<file path="src/design/sfs_pkg.sv">
// Package with the register map, selection codes and timing of the selector
`default_nettype none
package sfs_pkg;
	// Register byte offsets on the APB port
	localparam logic [7:0] SEL_OFS = 8'h00;
	localparam logic [7:0] SEQ_OFS = 8'h04;
	localparam logic [7:0] SET_COUNT_OFS = 8'h08;
	localparam logic [7:0] SPEC_COUNT_OFS = 8'h0C;
	localparam logic [7:0] SET_LENGTH_OFS = 8'h10;
	localparam logic [7:0] OVL_COEFF_OFS = 8'h14;
	localparam logic [7:0] PROC_UPPER_OFS = 8'h18;
	localparam logic [7:0] PROC_LOWER_OFS = 8'h1C;
	localparam logic [7:0] ADT_ONE_OFS = 8'h20;
	localparam logic [7:0] ADT_TWO_OFS = 8'h24;
	localparam logic [7:0] UV_STALL_OFS = 8'h28;
	localparam logic [7:0] RECOVERY_LVL_OFS = 8'h2C;
	localparam logic [7:0] RECOVERY_DLY_OFS = 8'h30;
	localparam logic [7:0] RUN_TIME_OFS = 8'h34;
	localparam logic [7:0] ZERO_SERVO_OFS = 8'h38;
	localparam logic [7:0] SW_WORD_OFS = 8'h3C;
	localparam logic [7:0] CUR_TARGET_OFS = 8'h40;
	localparam logic [7:0] TORQ_TARGET_OFS = 8'h44;
	localparam logic [7:0] STATUS_OFS = 8'h48;
	// Field positions
	localparam int SEL_OC_LSB = 0;
	localparam int SEL_RLY_LSB = 8;
	localparam int SEL_W = 7;
	localparam int SEQ_LIMIT_LSB = 16;
	localparam int HYST_LSB = 16;
	localparam int SW_OC_BIT = 0;
	localparam int SW_RLY_BIT = 1;
	// Reset values
	localparam logic [31:0] CFG_RST = 32'h0000_0000;
	// Selection codes handled here
	localparam logic [6:0] CODE_SEQ_DONE = 7'h0D;
	localparam logic [6:0] CODE_SET_COUNT = 7'h0E;
	localparam logic [6:0] CODE_SPEC_COUNT = 7'h0F;
	localparam logic [6:0] CODE_LENGTH = 7'h10;
	localparam logic [6:0] CODE_OVERLOAD = 7'h11;
	localparam logic [6:0] CODE_OVERHEAT = 7'h12;
	localparam logic [6:0] CODE_PROC_HIGH = 7'h13;
	localparam logic [6:0] CODE_PROC_LOW = 7'h14;
	localparam logic [6:0] CODE_ADT_ONE = 7'h15;
	localparam logic [6:0] CODE_ADT_TWO = 7'h16;
	localparam logic [6:0] CODE_UNDERVOLT = 7'h18;
	localparam logic [6:0] CODE_RUN_TIME = 7'h1A;
	localparam logic [6:0] CODE_ZERO_SPEED = 7'h1B;
	localparam logic [6:0] CODE_LOAD_LOST = 7'h26;
	localparam logic [6:0] CODE_CUR_REACH = 7'h28;
	localparam logic [6:0] CODE_TORQ_REACH = 7'h29;
	localparam logic [6:0] CODE_SPEED_REACH = 7'h2A;
	localparam logic [6:0] CODE_SW_WORD = 7'h2F;
	localparam logic [6:0] CODE_BRAKE = 7'h43;
	localparam logic [6:0] CODE_CUTOFF = 7'h44;
	// Sequencer run modes
	localparam logic RUN_SINGLE = 1'b0;
	localparam logic RUN_LIMITED = 1'b1;
	// Overheat margins in degrees below the hot spot
	localparam logic [15:0] HEAT_ON_MARGIN = 16'h000A;
	localparam logic [15:0] HEAT_OFF_MARGIN = 16'h000F;
	// Recovery delay is counted in milliseconds
	localparam int CLK_PERIOD_NS = 25;
	localparam int MS_IN_NS = 1000000;
	localparam int CYC_PER_MS = MS_IN_NS / CLK_PERIOD_NS;
endpackage
`default_nettype wire

</file>
<file path="src/design/sfs_selector.sv">
// Status output function selector for the open-collector and relay terminals
//
// Overview of operation
// - Code 13, single-cycle mode: output on once sequencer stops after one cycle.
// - Code 13, limited mode: output on once stopped after configured cycle count.
// - Code 13: output off otherwise, including running or sequencer status reset.
// - Code 14: output on while pulse count is at least set count.
// - Code 15: output on while pulse count is at least specified count.
// - Code 16: output on while converted length is at least set length.
// - Code 17: output on while motor current reaches overload pre-alarm coefficient.
// - Code 18: on at hot spot minus 10, off below hot spot minus 15.
// - Code 19: on while running and process feedback at least upper limit.
// - Code 20: on while running and process feedback at most lower limit.
// - Codes 21/22: on at detect level, off at level minus hysteresis, else hold.
// - Code 24: on at stall level, off after recovery level held for delay.
// - Code 26: output on when the running-time timer has expired.
// - Code 27: on in jog or run with frequency at most zero-servo start.
// - Code 38: output on while the drive is in load-lost state.
// - Code 40: output on when motor current reaches its target.
// - Code 41: output on when motor torque reaches its target.
// - Code 42: output on when motor speed reaches set frequency.
// - Code 47: each terminal follows its own bit of the software word.
// - Code 67: output on while the brake is engaged.
// - Code 68: output on when material cutoff is detected.
// - Open-collector switch is on when function valid, off when invalid.
//
// The APB interface to the registers and the register offsets are this design's own decisions.
`default_nettype none
module sfs_selector #(
	parameter int DW = 16,
	parameter int MS_CYCLES = sfs_pkg::CYC_PER_MS
) (
	input wire logic clk_i,
	input wire logic arst_n_i,
	// APB slave
	input wire logic psel_i,
	input wire logic penable_i,
	input wire logic pwrite_i,
	input wire logic [7:0] paddr_i,
	input wire logic [31:0] pwdata_i,
	output logic [31:0] prdata_o,
	output logic pready_o,
	output logic pslverr_o,
	// Quantities from the drive core, same clock
	input wire logic seq_stopped_i,
	input wire logic seq_status_reset_i,
	input wire logic [15:0] seq_cycles_done_i,
	input wire logic [DW-1:0] pulse_count_value_i,
	input wire logic [DW-1:0] pulse_length_value_i,
	input wire logic [DW-1:0] motor_current_i,
	input wire logic signed [DW-1:0] temperature_i,
	input wire logic signed [DW-1:0] hot_spot_i,
	input wire logic [DW-1:0] process_feedback_value_i,
	input wire logic [DW-1:0] analog_detect_one_i,
	input wire logic [DW-1:0] analog_detect_two_i,
	input wire logic [DW-1:0] bus_voltage_value_i,
	input wire logic [DW-1:0] running_time_i,
	input wire logic [DW-1:0] output_frequency_value_i,
	input wire logic [DW-1:0] set_frequency_i,
	input wire logic [DW-1:0] motor_torque_i,
	input wire logic running_i,
	input wire logic jogging_i,
	input wire logic load_lost_i,
	input wire logic brake_engaged_i,
	input wire logic material_cutoff_i,
	// Terminal drives
	output logic open_collector_output_o,
	output logic relay_output_o
);

	// Configuration registers
	logic [31:0] sel_q;
	logic [31:0] seq_q;
	logic [DW-1:0] set_count_q;
	logic [DW-1:0] spec_count_q;
	logic [DW-1:0] set_length_q;
	logic [DW-1:0] ovl_coeff_q;
	logic [DW-1:0] proc_upper_q;
	logic [DW-1:0] proc_lower_q;
	logic [31:0] adt_one_q;
	logic [31:0] adt_two_q;
	logic [DW-1:0] uv_stall_q;
	logic [DW-1:0] recovery_lvl_q;
	logic [DW-1:0] recovery_dly_q;
	logic [DW-1:0] run_time_q;
	logic [DW-1:0] zero_servo_q;
	logic [1:0] sw_word_q;
	logic [DW-1:0] cur_target_q;
	logic [DW-1:0] torq_target_q;

	// Bus response and internal state
	logic pready_q;
	logic pslverr_q;
	logic [31:0] prdata_q;
	logic heat_q;
	logic adt_one_q_st;
	logic adt_two_q_st;
	logic uv_q;
	logic [31:0] ms_cnt_q;
	logic [DW-1:0] hold_ms_q;
	logic oc_q;
	logic relay_q;

	// Hysteresis step: set wins, then clear, else keep
	function automatic logic hyst_step(input logic st, input logic set,
		input logic clr);
		hyst_step = set ? 1'b1 : (clr ? 1'b0 : st);
	endfunction

	// Map one selection code to the chosen function's validity
	function automatic logic pick(input logic [6:0] code,
		input logic [20:0] f);
		logic r;
		r = 1'b0;
		case (code)
			sfs_pkg::CODE_SEQ_DONE: r = f[0];
			sfs_pkg::CODE_SET_COUNT: r = f[1];
			sfs_pkg::CODE_SPEC_COUNT: r = f[2];
			sfs_pkg::CODE_LENGTH: r = f[3];
			sfs_pkg::CODE_OVERLOAD: r = f[4];
			sfs_pkg::CODE_OVERHEAT: r = f[5];
			sfs_pkg::CODE_PROC_HIGH: r = f[6];
			sfs_pkg::CODE_PROC_LOW: r = f[7];
			sfs_pkg::CODE_ADT_ONE: r = f[8];
			sfs_pkg::CODE_ADT_TWO: r = f[9];
			sfs_pkg::CODE_UNDERVOLT: r = f[10];
			sfs_pkg::CODE_RUN_TIME: r = f[11];
			sfs_pkg::CODE_ZERO_SPEED: r = f[12];
			sfs_pkg::CODE_LOAD_LOST: r = f[13];
			sfs_pkg::CODE_CUR_REACH: r = f[14];
			sfs_pkg::CODE_TORQ_REACH: r = f[15];
			sfs_pkg::CODE_SPEED_REACH: r = f[16];
			sfs_pkg::CODE_SW_WORD: r = f[17];
			sfs_pkg::CODE_BRAKE: r = f[18];
			sfs_pkg::CODE_CUTOFF: r = f[19];
			default: r = 1'b0;
		endcase
		pick = r;
	endfunction

	// APB decode: one wait state, write lands when pready is high
	wire acc = psel_i && penable_i;
	wire wr_en = acc && pready_q && pwrite_i && !pslverr_q;
	wire hit_sel = paddr_i == sfs_pkg::SEL_OFS;
	wire hit_seq = paddr_i == sfs_pkg::SEQ_OFS;
	wire hit_scnt = paddr_i == sfs_pkg::SET_COUNT_OFS;
	wire hit_pcnt = paddr_i == sfs_pkg::SPEC_COUNT_OFS;
	wire hit_len = paddr_i == sfs_pkg::SET_LENGTH_OFS;
	wire hit_ovl = paddr_i == sfs_pkg::OVL_COEFF_OFS;
	wire hit_pup = paddr_i == sfs_pkg::PROC_UPPER_OFS;
	wire hit_plo = paddr_i == sfs_pkg::PROC_LOWER_OFS;
	wire hit_a1 = paddr_i == sfs_pkg::ADT_ONE_OFS;
	wire hit_a2 = paddr_i == sfs_pkg::ADT_TWO_OFS;
	wire hit_uv = paddr_i == sfs_pkg::UV_STALL_OFS;
	wire hit_rl = paddr_i == sfs_pkg::RECOVERY_LVL_OFS;
	wire hit_rd = paddr_i == sfs_pkg::RECOVERY_DLY_OFS;
	wire hit_rt = paddr_i == sfs_pkg::RUN_TIME_OFS;
	wire hit_zs = paddr_i == sfs_pkg::ZERO_SERVO_OFS;
	wire hit_sw = paddr_i == sfs_pkg::SW_WORD_OFS;
	wire hit_ct = paddr_i == sfs_pkg::CUR_TARGET_OFS;
	wire hit_tt = paddr_i == sfs_pkg::TORQ_TARGET_OFS;
	wire hit_st = paddr_i == sfs_pkg::STATUS_OFS;
	wire mapped = hit_sel | hit_seq | hit_scnt | hit_pcnt | hit_len |
		hit_ovl | hit_pup | hit_plo | hit_a1 | hit_a2 | hit_uv | hit_rl |
		hit_rd | hit_rt | hit_zs | hit_sw | hit_ct | hit_tt | hit_st;

	// Read data, narrow registers sit in the low bits
	wire [31:0] status_word = {26'h000_0000, uv_q, adt_two_q_st,
		adt_one_q_st, heat_q, relay_q, oc_q};
	wire [31:0] rd_mux =
		hit_sel ? sel_q :
		hit_seq ? seq_q :
		hit_scnt ? 32'(set_count_q) :
		hit_pcnt ? 32'(spec_count_q) :
		hit_len ? 32'(set_length_q) :
		hit_ovl ? 32'(ovl_coeff_q) :
		hit_pup ? 32'(proc_upper_q) :
		hit_plo ? 32'(proc_lower_q) :
		hit_a1 ? adt_one_q :
		hit_a2 ? adt_two_q :
		hit_uv ? 32'(uv_stall_q) :
		hit_rl ? 32'(recovery_lvl_q) :
		hit_rd ? 32'(recovery_dly_q) :
		hit_rt ? 32'(run_time_q) :
		hit_zs ? 32'(zero_servo_q) :
		hit_sw ? 32'(sw_word_q) :
		hit_ct ? 32'(cur_target_q) :
		hit_tt ? 32'(torq_target_q) :
		hit_st ? status_word : 32'h0000_0000;

	// Bus handshake and read capture
	always_ff @(posedge clk_i or negedge arst_n_i) begin
		if (!arst_n_i) begin
			pready_q <= 1'b0;
			pslverr_q <= 1'b0;
			prdata_q <= 32'h0000_0000;
		end else begin
			pready_q <= acc && !pready_q;
			pslverr_q <= acc && !pready_q && !mapped;
			prdata_q <= (acc && !pready_q && !pwrite_i) ? rd_mux : 32'h0000_0000;
		end
	end

	// Configuration register writes
	always_ff @(posedge clk_i or negedge arst_n_i) begin
		if (!arst_n_i) begin
			sel_q <= sfs_pkg::CFG_RST;
			seq_q <= sfs_pkg::CFG_RST;
			set_count_q <= '0;
			spec_count_q <= '0;
			set_length_q <= '0;
			ovl_coeff_q <= '0;
			proc_upper_q <= '0;
			proc_lower_q <= '0;
			adt_one_q <= sfs_pkg::CFG_RST;
			adt_two_q <= sfs_pkg::CFG_RST;
			uv_stall_q <= '0;
			recovery_lvl_q <= '0;
			recovery_dly_q <= '0;
			run_time_q <= '0;
			zero_servo_q <= '0;
			sw_word_q <= 2'h0;
			cur_target_q <= '0;
			torq_target_q <= '0;
		end else if (wr_en) begin
			if (hit_sel) sel_q <= pwdata_i & 32'h0000_7F7F;
			if (hit_seq) seq_q <= pwdata_i & 32'hFFFF_0001;
			if (hit_scnt) set_count_q <= pwdata_i[DW-1:0];
			if (hit_pcnt) spec_count_q <= pwdata_i[DW-1:0];
			if (hit_len) set_length_q <= pwdata_i[DW-1:0];
			if (hit_ovl) ovl_coeff_q <= pwdata_i[DW-1:0];
			if (hit_pup) proc_upper_q <= pwdata_i[DW-1:0];
			if (hit_plo) proc_lower_q <= pwdata_i[DW-1:0];
			if (hit_a1) adt_one_q <= pwdata_i;
			if (hit_a2) adt_two_q <= pwdata_i;
			if (hit_uv) uv_stall_q <= pwdata_i[DW-1:0];
			if (hit_rl) recovery_lvl_q <= pwdata_i[DW-1:0];
			if (hit_rd) recovery_dly_q <= pwdata_i[DW-1:0];
			if (hit_rt) run_time_q <= pwdata_i[DW-1:0];
			if (hit_zs) zero_servo_q <= pwdata_i[DW-1:0];
			if (hit_sw) sw_word_q <= pwdata_i[1:0];
			if (hit_ct) cur_target_q <= pwdata_i[DW-1:0];
			if (hit_tt) torq_target_q <= pwdata_i[DW-1:0];
		end
	end

	// Sequencer completion, gated off by a status reset
	wire seq_mode = seq_q[0];
	wire [15:0] seq_limit = seq_q[sfs_pkg::SEQ_LIMIT_LSB +: 16];
	wire seq_one = seq_mode == sfs_pkg::RUN_SINGLE &&
		seq_cycles_done_i != 16'h0000;
	wire seq_lim = seq_mode == sfs_pkg::RUN_LIMITED &&
		seq_cycles_done_i >= seq_limit;
	wire f_seq = seq_stopped_i && !seq_status_reset_i &&
		(seq_one || seq_lim);

	// Plain threshold comparisons
	wire f_scnt = pulse_count_value_i >= set_count_q;
	wire f_pcnt = pulse_count_value_i >= spec_count_q;
	wire f_len = pulse_length_value_i >= set_length_q;
	wire f_ovl = motor_current_i >= ovl_coeff_q;
	wire f_phi = running_i &&
		process_feedback_value_i >= proc_upper_q;
	wire f_plo = running_i &&
		process_feedback_value_i <= proc_lower_q;
	wire f_rt = running_time_i >= run_time_q;
	wire f_zero = (jogging_i || running_i) &&
		output_frequency_value_i <= zero_servo_q;
	wire f_cur = motor_current_i >= cur_target_q;
	wire f_torq = motor_torque_i >= torq_target_q;
	wire f_spd = output_frequency_value_i == set_frequency_i;

	// Overheat thresholds, widened so the subtraction cannot wrap
	wire signed [DW:0] hot_ext = {hot_spot_i[DW-1], hot_spot_i};
	wire signed [DW:0] temp_ext = {temperature_i[DW-1], temperature_i};
	wire signed [DW:0] heat_on = hot_ext -
		$signed({1'b0, sfs_pkg::HEAT_ON_MARGIN[DW-1:0]});
	wire signed [DW:0] heat_off = hot_ext -
		$signed({1'b0, sfs_pkg::HEAT_OFF_MARGIN[DW-1:0]});
	wire heat_set = temp_ext >= heat_on;
	wire heat_clr = temp_ext < heat_off;

	// Analog detection thresholds, no clear if hysteresis exceeds level
	wire [DW-1:0] a1_lvl = adt_one_q[DW-1:0];
	wire [DW-1:0] a1_hys = adt_one_q[sfs_pkg::HYST_LSB +: DW];
	wire [DW-1:0] a2_lvl = adt_two_q[DW-1:0];
	wire [DW-1:0] a2_hys = adt_two_q[sfs_pkg::HYST_LSB +: DW];
	wire [DW:0] a1_low = {1'b0, a1_lvl} - {1'b0, a1_hys};
	wire [DW:0] a2_low = {1'b0, a2_lvl} - {1'b0, a2_hys};
	wire a1_set = analog_detect_one_i >= a1_lvl;
	wire a2_set = analog_detect_two_i >= a2_lvl;
	wire a1_clr = !a1_low[DW] && analog_detect_one_i <= a1_low[DW-1:0];
	wire a2_clr = !a2_low[DW] && analog_detect_two_i <= a2_low[DW-1:0];

	// Undervoltage detection and recovery timing
	wire uv_set = bus_voltage_value_i <= uv_stall_q;
	wire uv_ok = bus_voltage_value_i >= recovery_lvl_q;
	wire ms_tick = ms_cnt_q == 32'(MS_CYCLES - 1);
	wire uv_done = uv_ok && hold_ms_q >= recovery_dly_q;

	// Hysteresis flags hold between their thresholds
	always_ff @(posedge clk_i or negedge arst_n_i) begin
		if (!arst_n_i) begin
			heat_q <= 1'b0;
			adt_one_q_st <= 1'b0;
			adt_two_q_st <= 1'b0;
		end else begin
			heat_q <= hyst_step(heat_q, heat_set, heat_clr);
			adt_one_q_st <= hyst_step(adt_one_q_st, a1_set, a1_clr);
			adt_two_q_st <= hyst_step(adt_two_q_st, a2_set, a2_clr);
		end
	end

	// Recovery hold time in milliseconds, restarted on any dip
	always_ff @(posedge clk_i or negedge arst_n_i) begin
		if (!arst_n_i) begin
			ms_cnt_q <= 32'h0000_0000;
			hold_ms_q <= '0;
		end else if (!uv_ok || !uv_q) begin
			ms_cnt_q <= 32'h0000_0000;
			hold_ms_q <= '0;
		end else begin
			ms_cnt_q <= ms_tick ? 32'h0000_0000 : ms_cnt_q + 32'h0000_0001;
			if (ms_tick && hold_ms_q != '1) hold_ms_q <= hold_ms_q + 1'b1;
		end
	end

	// Undervoltage flag: stall level sets, held recovery clears
	always_ff @(posedge clk_i or negedge arst_n_i) begin
		if (!arst_n_i) begin
			uv_q <= 1'b0;
		end else begin
			uv_q <= hyst_step(uv_q, uv_set, uv_done);
		end
	end

	// Function vector shared by both terminals
	wire [20:0] f_common = {1'b0, material_cutoff_i,
		brake_engaged_i,
		1'b0, f_spd, f_torq, f_cur,
		load_lost_i,
		f_zero, f_rt, uv_q, adt_two_q_st, adt_one_q_st, f_plo, f_phi,
		heat_q, f_ovl, f_len, f_pcnt, f_scnt, f_seq};
	wire [20:0] f_oc = f_common |
		{3'h0, sw_word_q[sfs_pkg::SW_OC_BIT], 17'h0_0000};
	wire [20:0] f_rly = f_common |
		{3'h0, sw_word_q[sfs_pkg::SW_RLY_BIT], 17'h0_0000};
	wire [6:0] oc_code = sel_q[sfs_pkg::SEL_OC_LSB +: sfs_pkg::SEL_W];
	wire [6:0] rly_code = sel_q[sfs_pkg::SEL_RLY_LSB +: sfs_pkg::SEL_W];
	wire oc_valid = pick(oc_code, f_oc);
	wire rly_valid = pick(rly_code, f_rly);

	// Terminal drives registered
	always_ff @(posedge clk_i or negedge arst_n_i) begin
		if (!arst_n_i) begin
			oc_q <= 1'b0;
			relay_q <= 1'b0;
		end else begin
			oc_q <= oc_valid;
			relay_q <= rly_valid;
		end
	end

	// Output ports straight from flip-flops
	assign prdata_o = prdata_q;
	assign pready_o = pready_q;
	assign pslverr_o = pslverr_q;
	assign open_collector_output_o = oc_q;
	assign relay_output_o = relay_q;

endmodule
`default_nettype wire

</file>
<file path="config.mk">
export PLATFORM = sky130hd
export DESIGN_NAME = sfs_selector
export DESIGN_NICKNAME = d
export VERILOG_FILES = /design/src/design/sfs_pkg.sv /design/src/design/sfs_selector.sv
export SDC_FILE = /design/constraint.sdc
export NUM_CORES = 1
export LEC_CHECK = 0
export BUFFER_PORTS_ARGS = -buffer_cell sky130_fd_sc_hd__buf_2
export CORE_MARGIN = 2
export CORE_UTILIZATION = 54
export CTS_BUF_LIST = sky130_fd_sc_hd__clkbuf_16
export DETAILED_ROUTE_END_ITERATION = 8
export PLACE_DENSITY = 0.78
export SYNTH_ARGS = -nofsm -noshare
export SYNTH_HDL_FRONTEND = slang
export SYNTH_SLANG_ARGS = --single-unit
</file>
<file path="constraint.sdc">
create_clock -name clk_i -period 3.59 [get_ports clk_i]
set_input_delay 0.5385 -clock clk_i [delete_from_list [all_inputs] [get_ports clk_i]]
set_output_delay 0.5385 -clock clk_i [all_outputs]
set_load 0.02 [all_outputs]
</file>
-- After elaboration in Yosys (flattened, before gate mapping)
Index checks and enable logic that the tools add are counted.
- logic and storage cells: 226
- output and inout port bits: 36
- register bits: 393
- bits of input ports: 276
- reduce and logical (&&, ||, !) cells: 55
- mux-type cells: 34
- order comparisons: 20
- equal/unequal tests: 61
- bitwise operators: 21
- add/sub/neg operators: 6
- operators with widths (kind ; number):
    $mux 32 ; 13
    $ge 16x16->1 ; 13
    $mux 16 ; 10
    $eq 7x5->1 const B ; 20
    $le 16x16->1 ; 5
    $eq 7x6->1 const B ; 10
    $eq 8x6->1 const B ; 8
    $eq 7x4->1 const B ; 6
    $or 20x18->20 ; 2
    $pmux 1 s20 ; 2
    $reduce_and 2->1 ; 18
    $sub 16x16->17 ; 2
    $sub 16x5->17 const B ; 2
    $add 32x1->32 const B ; 1
    $eq 32x16->1 const B ; 1
    $eq 8x5->1 const B ; 4
    $eq 7x7->1 const B ; 4
    $eq 8x7->1 const B ; 3
    $logic_and 1x1->1 ; 18
    $or 1x1->1 ; 18
    $ge 16x17->1 ; 1
    $lt 16x17->1 ; 1
    $add 16x1->16 const B ; 1
    $eq 16x16->1 ; 1
    11 further kinds ; 33

-- Logic depth before layout (Yosys ltp)
Gate-level depths: netlist (run 1).
- word-level depth: 21
- gate-level depth with buffers: 19
- depth with buffers taken out: 19

-- Worst setup path before layout (run 1)
OpenSTA, ideal clock, no wires.
- kind: flip-flop to flip-flop
- start point: reg adt_one_q[2]
- end point: reg adt_one_q_st
- setup slack: -0.011 ns
- buffers on the path: 0
- period minus slack after synthesis: 3.601 ns
- library setup time: 0.139 ns
- stages on the path, launching flop included: 16
- data required time: 3.451 ns
- data arrival time: 3.462 ns
- cell sequence: dfrtp_1 ha_1 o21ai_0 a21oi_1 or4_1 nand3_1 a31o_2 o21bai_1 a21oi_1 xor2_1 ha_1 a2111oi_0 o221ai_1 nor2_1 o311ai_0 or4_1
- word-level cells in the longest chain between the ends: 4
- elaborated cells on any way between the ends: 7
- classes of those cells: add/sub (1); order compare (2); mux (1); reduce/logical (3)
- RTL lines (item ; line ; source):
    start, declared ; sfs_selector.sv:80 ; logic [31:0] adt_one_q;
    start signal, assigned ; sfs_selector.sv:215 ; adt_one_q <= sfs_pkg::CFG_RST;
    start signal, assigned ; sfs_selector.sv:234 ; if (hit_a1) adt_one_q <= pwdata_i;
    $sub 16x16->17 ; sfs_selector.sv:288 ; wire [DW:0] a1_low = {1'b0, a1_lvl} - {1'b0, a1_hys};
    $le 16x16->1 / $logic_not 1->1 (equally long branches) ; sfs_selector.sv:292 ; wire a1_clr = !a1_low[DW] && analog_detect_one_i <= a1_low[DW-1:0];
    $logic_and 1x1->1 ; sfs_selector.sv:292 ;
    $reduce_bool 2->1 (no line) ; -- ;
    end signal, assigned ; sfs_selector.sv:309 ; adt_one_q_st <= hyst_step(adt_one_q_st, a1_set, a1_clr);
    end, declared ; sfs_selector.sv:96 ; logic adt_one_q_st;
Parallel ways exist; a longest one is shown, timed or not.
A chain may end at the register's enable or synchronous reset.

-- Worst setup path in the final report (run 1)
- start point: reg adt_one_q[1]
- end point: reg adt_one_q_st
The elaborated chain is that of the path after synthesis.

==> summary.log, run 1 <==
qor: cts.clk_transition_reported_paths 60 ps
qor: min_path.min_delay_path_depth 3
qor: synthesis.synth-seq-cells 393
qor: global_route.grt_start_max_net_pins 78
qor: min_path.min_to adt_one_q[30]
qor: detailed_routing.drt_first_iter_violations 2684
qor: setup_path.ff2ff_path_depth 15
qor: setup_path.critPathTopFamily simple AND/OR/NAND/NOR gates
qor: cts.max-clock-path-buffers 3
qor: sta.max_freq 0.274 GHz
qor: pwr.total_leakage_power 0.0154 µW
qor: setup_path.reg2reg_slack -50 ps
qor: cts.clockRootBuffer sky130_fd_sc_hd__clkbuf_16
qor: detailed_routing.final_antenna_net_count 0
qor: cts.cts_tree done
qor: sta.rsz0062_at_grt true
qor: layout.area_added_between_synthesis_and_finish 15.8%
qor: sta.timing.max_slew.rel_slack 47.4%
qor: placed_design.gp_congestion 1.01
qor: setup_path.startpoint_kind_of_the_worst_setup_timing_path flip-flop
qor: setup_path.timing.critical_path.from adt_one_q[1]
qor: setup_path.crit_chain ha_1 -> nand2b_1 -> a21oi_1 -> or4_4 -> nand3_4 -> a31o_4 -> o21bai_1 -> a21oi_1 -> xor2_1 -> ha_1 -> a2111oi_4 -> o221ai_1 -> nor2_1 -> o311ai_1 -> or4_1
qor: global_route.grtUsageTotal 35.3%
qor: cts.clock_h_tree_levels 2
qor: global_route.gr-total-overflow 0
qor: detailed_routing.routedWlPerCell 22.4 µm
qor: detailed_routing.viasPerCell 6.11
qor: detailed_routing.finalWirelength 93000 µm
qor: layout.multi_input_area 15800 µm²
qor: sta.holdWs 183 ps
qor: detailed_routing.drt_pass_1_iters 7
qor: layout.final_layout_size_suffix_gt1_share 16.8%
qor: setup_path.worst_path_required_time 4060 ps
qor: synthesis.syn_area_per_cell 8.73 µm²
qor: setup_path.regToRegStartpoint adt_one_q[1]
qor: layout.fillers 4266
qor: sta.report.final.slew_viol_count 0
qor: setup_path.setup.worst_path.end_class flip-flop
qor: synthesis.dominantRegCellSynth sky130_fd_sc_hd__dfrtp_1
qor: sta.finalSetupViolations 1
qor: synthesis.synth-edff-count 0
qor: layout.most_frequent_standard_cell_in_the_layout_excluding_fill_and_tap_cells sky130_fd_sc_hd__nand2_1
qor: global_route.number_of_global_route_vias_before_repair 24600
qor: synthesis.yosysSeqAreaShare 36.2%
qor: placed_design.io_buffers 311
qor: synthesis.yosysWarnings 0
qor: cts.worstSkewPairLatency 610 ps
qor: layout.nNetsFinal 4079
qor: sta.hold_violations 0
qor: detailed_routing.route.detailed.drc 0
qor: floorplanning.chip_height 228 µm
qor: setup_path.crit_type reg2reg
qor: floorplanning.floorplan.initialDensity 54.4%
qor: floorplanning.core_area 50000 µm²
qor: placed_design.dpl.hpwl 71400 µm
qor: setup_path.cp_data_arrival_time 4120 ps
qor: synthesis.yosys.cell_types.count 79
qor: cts.clk_sinks 393
qor: setup_path.critPathMaxStageDelay 510 ps
qor: sta.max_slew.worst_pin.slew 789 ps
qor: run.timing.max_cap.violations 0
qor: synthesis.ys_async_sr_fraction 100%
qor: run_status.violations negative setup slack
qor: setup_path.cp_slowest_cell sky130_fd_sc_hd__or4_1
qor: synthesis.postSynthCellCount 3116
qor: global_route.global_route_wire_length_before_repair 142000 µm
qor: detailed_routing.vias 25400
qor: sta.final_ws_setup -54.2 ps
qor: synthesis.synth_area 27200 µm²
qor: layout.sequential_cell_area 9830 µm²
qor: setup_path.total_number_of_cells_along_the_worst_setup_path 15
qor: setup_path.count_of_buffering_cells_on_the_critical_path_with_inverters_included 0
qor: sta.part_of_the_cycle_the_worst_path_needs 102%
qor: layout.most_used_cells_in_the_layout_excluding_fill_and_tap_cells sky130_fd_sc_hd__nand2_1 (395), sky130_fd_sc_hd__dfrtp_1 (393), sky130_fd_sc_hd__ha_1 (355), sky130_fd_sc_hd__o21ai_0 (337), sky130_fd_sc_hd__inv_1 (326)
qor: sta.min_cycle_time_layout 3640 ps
qor: setup_path.worstPathMaxFanout 3
qor: min_path.min_from pwdata_i[30]
qor: pwr.power-per-cell-area 327 nW/µm²
qor: floorplanning.die_width 228 µm
qor: sta.fin_skew 40.9 ps
qor: run_status.status finished with violations
qor: floorplanning.row_count 82
qor: floorplanning.floorplan.io_pins 312
qor: global_route.antenna_found_initial 10
qor: pwr.vdd.ir_drop.worst 0.354 mV
qor: setup_path.reg2reg_to adt_one_q_st
qor: floorplanning.die-area 52200 µm²
qor: pwr.finalPower 10300 µW
qor: cts.cts-buffers-inserted 45
qor: min_path.min_delay_path_class in2reg
qor: synthesis.synth_nets 3753
through the flow:
step                      setup TNS [ps]  std cells  worst slack [ps]  area (µm²)  utilization, %
after floorplan                        0       3116              24.6       27200               -
after global placement              -185       4061              -185       29900            59.8
after detailed placement            -325       4061              -306       29900            59.8
after CTS                          -54.6       4150             -54.6       31400            62.9
after global routing                -293       4150              -175       31500            63.0
final                              -54.2       4155             -54.2       31500            63.0
area by class of cell:
cell class | instances | share of cell area (%)
clock inverter | 37 | 0.942
tap | 672 | 2.67
inverter | 318 | 3.79
clock buffer | 46 | 3.66
sequential | 393 | 31.2
antenna | 5 | 0.0397
timing repair buffer | 410 | 7.50
multi-input combinational | 2274 | 50.2
Yosys cell counts (6+ instances only):
cell / number / area share (%)
sky130_fd_sc_hd__nor4_1: 27 / 0.62
sky130_fd_sc_hd__o21bai_1: 6 / 0.17
sky130_fd_sc_hd__inv_1: 318 / 4.4
sky130_fd_sc_hd__nor3b_1: 14 / 0.39
sky130_fd_sc_hd__a221oi_1: 21 / 0.68
sky130_fd_sc_hd__o211ai_1: 21 / 0.58
sky130_fd_sc_hd__a211oi_1: 16 / 0.44
sky130_fd_sc_hd__a222oi_1: 27 / 0.99
sky130_fd_sc_hd__or4_1: 15 / 0.41
sky130_fd_sc_hd__o21a_1: 33 / 0.91
sky130_fd_sc_hd__and3_1: 20 / 0.46
sky130_fd_sc_hd__nand3_1: 55 / 1.0
sky130_fd_sc_hd__o31ai_1: 21 / 0.58
sky130_fd_sc_hd__mux2i_1: 14 / 0.52
sky130_fd_sc_hd__nand3b_1: 6 / 0.17
sky130_fd_sc_hd__and2_1: 9 / 0.21
sky130_fd_sc_hd__a2111oi_0: 16 / 0.52
sky130_fd_sc_hd__o21ai_0: 342 / 6.3
sky130_fd_sc_hd__o22ai_1: 36 / 0.83
sky130_fd_sc_hd__nand2b_1: 24 / 0.55
sky130_fd_sc_hd__xnor2_1: 49 / 1.6
sky130_fd_sc_hd__o2111ai_1: 7 / 0.23
sky130_fd_sc_hd__ha_1: 359 / 17
sky130_fd_sc_hd__o221ai_1: 16 / 0.52
sky130_fd_sc_hd__nand4_1: 42 / 0.97
sky130_fd_sc_hd__buf_2: 15 / 0.28
sky130_fd_sc_hd__nor2_1: 183 / 2.5
sky130_fd_sc_hd__xor2_1: 54 / 1.7
sky130_fd_sc_hd__nor3_1: 42 / 0.77
sky130_fd_sc_hd__clkbuf_1: 110 / 1.5
sky130_fd_sc_hd__a21o_1: 38 / 1.0
sky130_fd_sc_hd__or3_1: 11 / 0.25
sky130_fd_sc_hd__nand2_1: 395 / 5.5
sky130_fd_sc_hd__dfrtp_1: 393 / 36
sky130_fd_sc_hd__a22oi_1: 14 / 0.39
sky130_fd_sc_hd__a21oi_1: 147 / 2.7
sky130_fd_sc_hd__mux2_2: 59 / 2.4
sky130_fd_sc_hd__nor2b_1: 34 / 0.78
sky130_fd_sc_hd__a31oi_1: 17 / 0.39
report_power, final:
part	total, µW	switching (µW)	internal [µW]
Clock	4600	1980	2620
Sequential	4480	29.3	4450
Combinational	1210	740	467
Total	10300	2750	7540
state kept, by name, summed over array words and instances, names as in the netlist, 17 cells and up:
signal	flops
prdata_o	32
adt_two_q	32
seq_q	17
ms_cnt_q	32
adt_one_q	32
metal layers:
metal,GRT usage [%],part of all wire [%]
met5,0,0.10
met2,53.3,42
met3,8.45,11
met1,46.0,40
met4,21.2,6.9
timing repair:
| action | CTS | global route |
|---|---|---|
| resized for setup | 15 | 13 |
| setup buffers | 5 | 0 |
| setup endpoints to repair | 2 | 2 |
| pin swaps | 18 | 9 |
| hold buffers | 1 | 0 |
| endpoints found under the hold margin | 66 | 0 |
worst reg2reg max path, cell delays in order (launching register included):
cell and delay (ps):
sky130_fd_sc_hd__dfrtp_1 420, sky130_fd_sc_hd__ha_1 310, sky130_fd_sc_hd__nand2b_1 100, sky130_fd_sc_hd__a21oi_1 90, sky130_fd_sc_hd__or4_4 450, sky130_fd_sc_hd__nand3_4 90, sky130_fd_sc_hd__a31o_4 160, sky130_fd_sc_hd__o21bai_1 60
sky130_fd_sc_hd__a21oi_1 150, sky130_fd_sc_hd__xor2_1 200, sky130_fd_sc_hd__ha_1 290, sky130_fd_sc_hd__a2111oi_4 310, sky130_fd_sc_hd__o221ai_1 160, sky130_fd_sc_hd__nor2_1 110, sky130_fd_sc_hd__o311ai_1 90, sky130_fd_sc_hd__or4_1 510
cell families (layout without fill, tap and decap cells):
kind of cell	count (synthesis)	count (layout)	share of synthesized area (%)
buf+inv	449	811	6.32
compound gates	820	820	18.7
simple gates	916	916	15.9
fa+ha+maj	362	362	16.7
other cells	0	5	0
xor+xnor	103	103	3.32
mux	73	73	2.96
flops	393	393	36.2
worst max path at each step:
stage | to | slack, ps
2_1_floorplan | adt_one_q_st | 20
3_3_place_gp | adt_one_q_st | -190
3_5_place_dp | adt_one_q_st | -310
4_1_cts | adt_one_q_st | -50
5_1_grt | adt_one_q_st | -170
6_report | adt_one_q_st | -50
Power figures use the tool's default switching activity.
==> run 2, diff against run 1 <==
--- a/config.mk
+++ b/config.mk
@@ -7,10 +7,10 @@
 export LEC_CHECK = 0
 export BUFFER_PORTS_ARGS = -buffer_cell sky130_fd_sc_hd__buf_2
 export CORE_MARGIN = 2
-export CORE_UTILIZATION = 54
+export CORE_UTILIZATION = 60
 export CTS_BUF_LIST = sky130_fd_sc_hd__clkbuf_16
 export DETAILED_ROUTE_END_ITERATION = 8
-export PLACE_DENSITY = 0.78
+export PLACE_DENSITY = 0.82
 export SYNTH_ARGS = -nofsm -noshare
 export SYNTH_HDL_FRONTEND = slang
 export SYNTH_SLANG_ARGS = --single-unit
==> constraint.sdc (replaced) <==
create_clock -name clk_i -period 4.7 [get_ports clk_i]
set_input_delay 0.705 -clock clk_i [delete_from_list [all_inputs] [get_ports clk_i]]
set_output_delay 0.705 -clock clk_i [all_outputs]
set_load 0.02 [all_outputs]
==> run 2 against run 1 <==
- the run ends with design-rule violations left
- final area decreased by 2.0%
- global-route usage increased by 6.1 points
- sequential share of layout area increased by 0.65 points
- utilization increased by 5.4 points
- worst setup slack improved by 680 ps
- sequential power decreased by 23%
- clock-buffer cell count decreased by 1
- critical path depth increased by 2
- combinational power decreased by 26%
- non-clock buffer count decreased by 58
- routed wire length increased by 4.6%
- critical path type unchanged
- largest cell class unchanged
==> summary.log, run 2 (synthesis results as in run 1) <==
qor: layout.area_added_between_synthesis_and_finish 13.4% [was 15.8%]
qor: cts.ctsHoldBuffers 0 [was 1]
qor: floorplanning.floorplan.io_pins 312 [unchanged]
qor: cts.clock_h_tree_levels 2 [unchanged]
qor: sta.finalSetupViolations 0 [was 1]
qor: min_path.min_delay_path_class in2async [was in2reg]
qor: layout.final_layout_size_suffix_gt1_share 15.1% [was 16.8%]
qor: detailed_routing.drt_first_iter_violations 2927 [was 2684]
qor: global_route.grtUsageTotal 41.4% [was 35.3%]
qor: setup_path.count_of_buffering_cells_on_the_critical_path_with_inverters_included 2 [was 0]
qor: pwr.power-per-cell-area 255 nW/µm² [was 327 nW/µm²]
qor: sta.max_slew.worst_pin.slew 1220 ps [was 789 ps]
qor: sta.report.final.slew_viol_count 0 [unchanged]
qor: cts.clockRootBuffer sky130_fd_sc_hd__clkbuf_16 [unchanged]
qor: setup_path.worst_path_required_time 5160 ps [was 4060 ps]
qor: detailed_routing.final_antenna_net_count 0 [unchanged]
qor: cts.worstSkewPairLatency 610 ps [about the same]
qor: cts.cts-buffers-inserted 45 [unchanged]
qor: detailed_routing.routedWlPerCell 24.2 µm [was 22.4 µm]
qor: setup_path.ff2ff_path_depth 17 [was 15]
qor: detailed_routing.vias 25600 [was 25400]
qor: floorplanning.chip_height 217 µm [was 228 µm]
qor: layout.fillers 3618 [was 4266]
qor: detailed_routing.drt_pass_1_iters 9 [was 7]
qor: run_status.status finished with violations [unchanged]
qor: setup_path.crit_chain inv_1 -> ha_1 -> inv_1 -> fa_1 -> a21oi_1 -> o211ai_1 -> a31oi_1 -> a21oi_1 -> a21o_1 -> a21o_1 -> xnor2_1 -> ha_1 -> a2111oi_0 -> o221ai_1 -> nor2_1 -> o311ai_0 -> or4_1 [was ha_1 -> nand2b_1 -> a21oi_1 -> or4_4 -> nand3_4 -> a31o_4 -> o21bai_1 -> a21oi_1 -> xor2_1 -> ha_1 -> a2111oi_4 -> o221ai_1 -> nor2_1 -> o311ai_1 -> or4_1]
qor: setup_path.setup.worst_path.end_class flip-flop [unchanged]
qor: detailed_routing.route.detailed.drc 1 [was 0]
qor: global_route.grt_start_max_net_pins 107 [was 78]
qor: sta.fin_skew 23.6 ps [was 40.9 ps]
qor: setup_path.startpoint_kind_of_the_worst_setup_timing_path flip-flop [unchanged]
qor: setup_path.cp_slowest_cell sky130_fd_sc_hd__or4_1 [unchanged]
qor: sta.holdWs 172 ps [was 183 ps]
qor: floorplanning.die_width 217 µm [was 228 µm]
qor: layout.nNetsFinal 4021 [was 4079]
qor: pwr.vdd.ir_drop.worst 0.291 mV [was 0.354 mV]
qor: layout.most_used_cells_in_the_layout_excluding_fill_and_tap_cells sky130_fd_sc_hd__nand2_1 (395), sky130_fd_sc_hd__dfrtp_1 (393), sky130_fd_sc_hd__ha_1 (359), sky130_fd_sc_hd__o21ai_0 (342), sky130_fd_sc_hd__inv_1 (321) [was sky130_fd_sc_hd__nand2_1 (395), sky130_fd_sc_hd__dfrtp_1 (393), sky130_fd_sc_hd__ha_1 (355), sky130_fd_sc_hd__o21ai_0 (337), sky130_fd_sc_hd__inv_1 (326)]
qor: sta.final_ws_setup 625 ps [was -54.2 ps]
qor: setup_path.worstPathMaxFanout 3 [unchanged]
qor: global_route.global_route_wire_length_before_repair 148000 µm [was 142000 µm]
qor: cts.cts_tree done [unchanged]
qor: global_route.antenna_found_initial 5 [was 10]
qor: placed_design.dpl.hpwl 75100 µm [was 71400 µm]
qor: setup_path.cp_data_arrival_time 4530 ps [was 4120 ps]
qor: floorplanning.row_count 78 [was 82]
qor: cts.cts.repair_timing.setup_buffer_count 0 [was 5]
qor: run.timing.max_cap.violations 0 [unchanged]
qor: placed_design.gp_congestion 1.01 [about the same]
qor: run_status.violations design-rule violations [was negative setup slack]
qor: setup_path.reg2reg_to adt_one_q_st [unchanged]
qor: global_route.gr-total-overflow 0 [unchanged]
qor: sta.timing.max_slew.rel_slack 17.9% [was 47.4%]
qor: setup_path.critPathTopFamily compound AO/OA/AOI/OAI gates [was simple AND/OR/NAND/NOR gates]
qor: setup_path.regToRegStartpoint adt_one_q[0] [was adt_one_q[1]]
qor: floorplanning.die-area 47000 µm² [was 52200 µm²]
qor: sta.fin_setup_tns 0 ps [was -54.2 ps]
qor: setup_path.reg2reg_slack 630 ps [was -50 ps]
qor: pwr.finalPower 7870 µW [was 10300 µW]
qor: cts.post_cts_sizing_count 0 [was 15]
qor: cts.max-clock-path-buffers 3 [unchanged]
qor: floorplanning.core_area 45100 µm² [was 50000 µm²]
qor: sta.max_freq 0.245 GHz [was 0.274 GHz]
qor: placed_design.post-place-ws 649 ps [was -306 ps]
qor: detailed_routing.viasPerCell 6.36 [was 6.11]
qor: layout.final_core_utilization 68.4% [was 63.0%]
qor: sta.part_of_the_cycle_the_worst_path_needs 86.7% [was 102%]
qor: setup_path.crit_type reg2reg [unchanged]
qor: sta.min_cycle_time_layout 4070 ps [was 3640 ps]
qor: sta.rsz0062_at_grt false [was true]
qor: placed_design.io_buffers 311 [unchanged]
qor: sta.hold_violations 0 [unchanged]
qor: cts.clk_transition_reported_paths 60 ps [about the same]
qor: cts.clk_sinks 393 [unchanged]
qor: detailed_routing.finalWirelength 97300 µm [was 93000 µm]
qor: floorplanning.floorplan.initialDensity 60.3% [was 54.4%]
qor: pwr.total_leakage_power 0.0151 µW [was 0.0154 µW]
qor: layout.most_frequent_standard_cell_in_the_layout_excluding_fill_and_tap_cells sky130_fd_sc_hd__nand2_1 [unchanged]
qor: setup_path.critPathMaxStageDelay 520 ps [was 510 ps]
qor: global_route.number_of_global_route_vias_before_repair 25500 [was 24600]
-- run 2: worst max-delay path by stage --
stage / startpoint / endpoint / slack (ps) / cells after the start
2_1_floorplan: adt_one_q[2] / adt_one_q_st / 1100 / 15
3_3_place_gp: adt_one_q[0] / adt_one_q_st / 740 / 17
3_5_place_dp: adt_one_q[0] / adt_one_q_st / 650 / 17
4_1_cts: adt_one_q[0] / adt_one_q_st / 620 / 17
5_1_grt: adt_one_q[0] / adt_one_q_st / 310 / 17
6_report: adt_one_q[0] / adt_one_q_st / 630 / 17
-- run 2: final cells by class --
type / instances / area [µm²] / share of cell area, %
multi-input cells: 2274 / 15700 / 50.9
flip-flops and latches: 393 / 9830 / 31.9
repair buffers: 352 / 1900 / 6.16
inverters: 318 / 1190 / 3.87
clock buffers: 45 / 1130 / 3.65
well taps: 600 / 751 / 2.43
clock inverters: 38 / 340 / 1.10
diodes: 5 / 12.5 / 0.0406
-- run 2: through the flow --
stage / area [µm²] / cells
3_3_place_gp: 29400 / 3937
2_1_floorplan: 27200 / 3116
5_1_grt: 30800 / 4020
6_report: 30800 / 4025
3_5_place_dp: 29400 / 3937
4_1_cts: 30800 / 4020
-- run 2: per-layer routing --
metal	vias up	wire length, µm	track usage (%)
met5	-	32	0
met4	6	6310	22.8
met3	326	9750	8.57
met2	1384	43900	66.5
met1	12300	37400	52.3
li1	11600	-	-
-- run 2: power by group --
group          switching [µW]  internal, µW  total (µW)
logic                     559           333         892
clock network            1520          2030        3550
registers                24.1          3400        3430
total                    2100          5770        7870
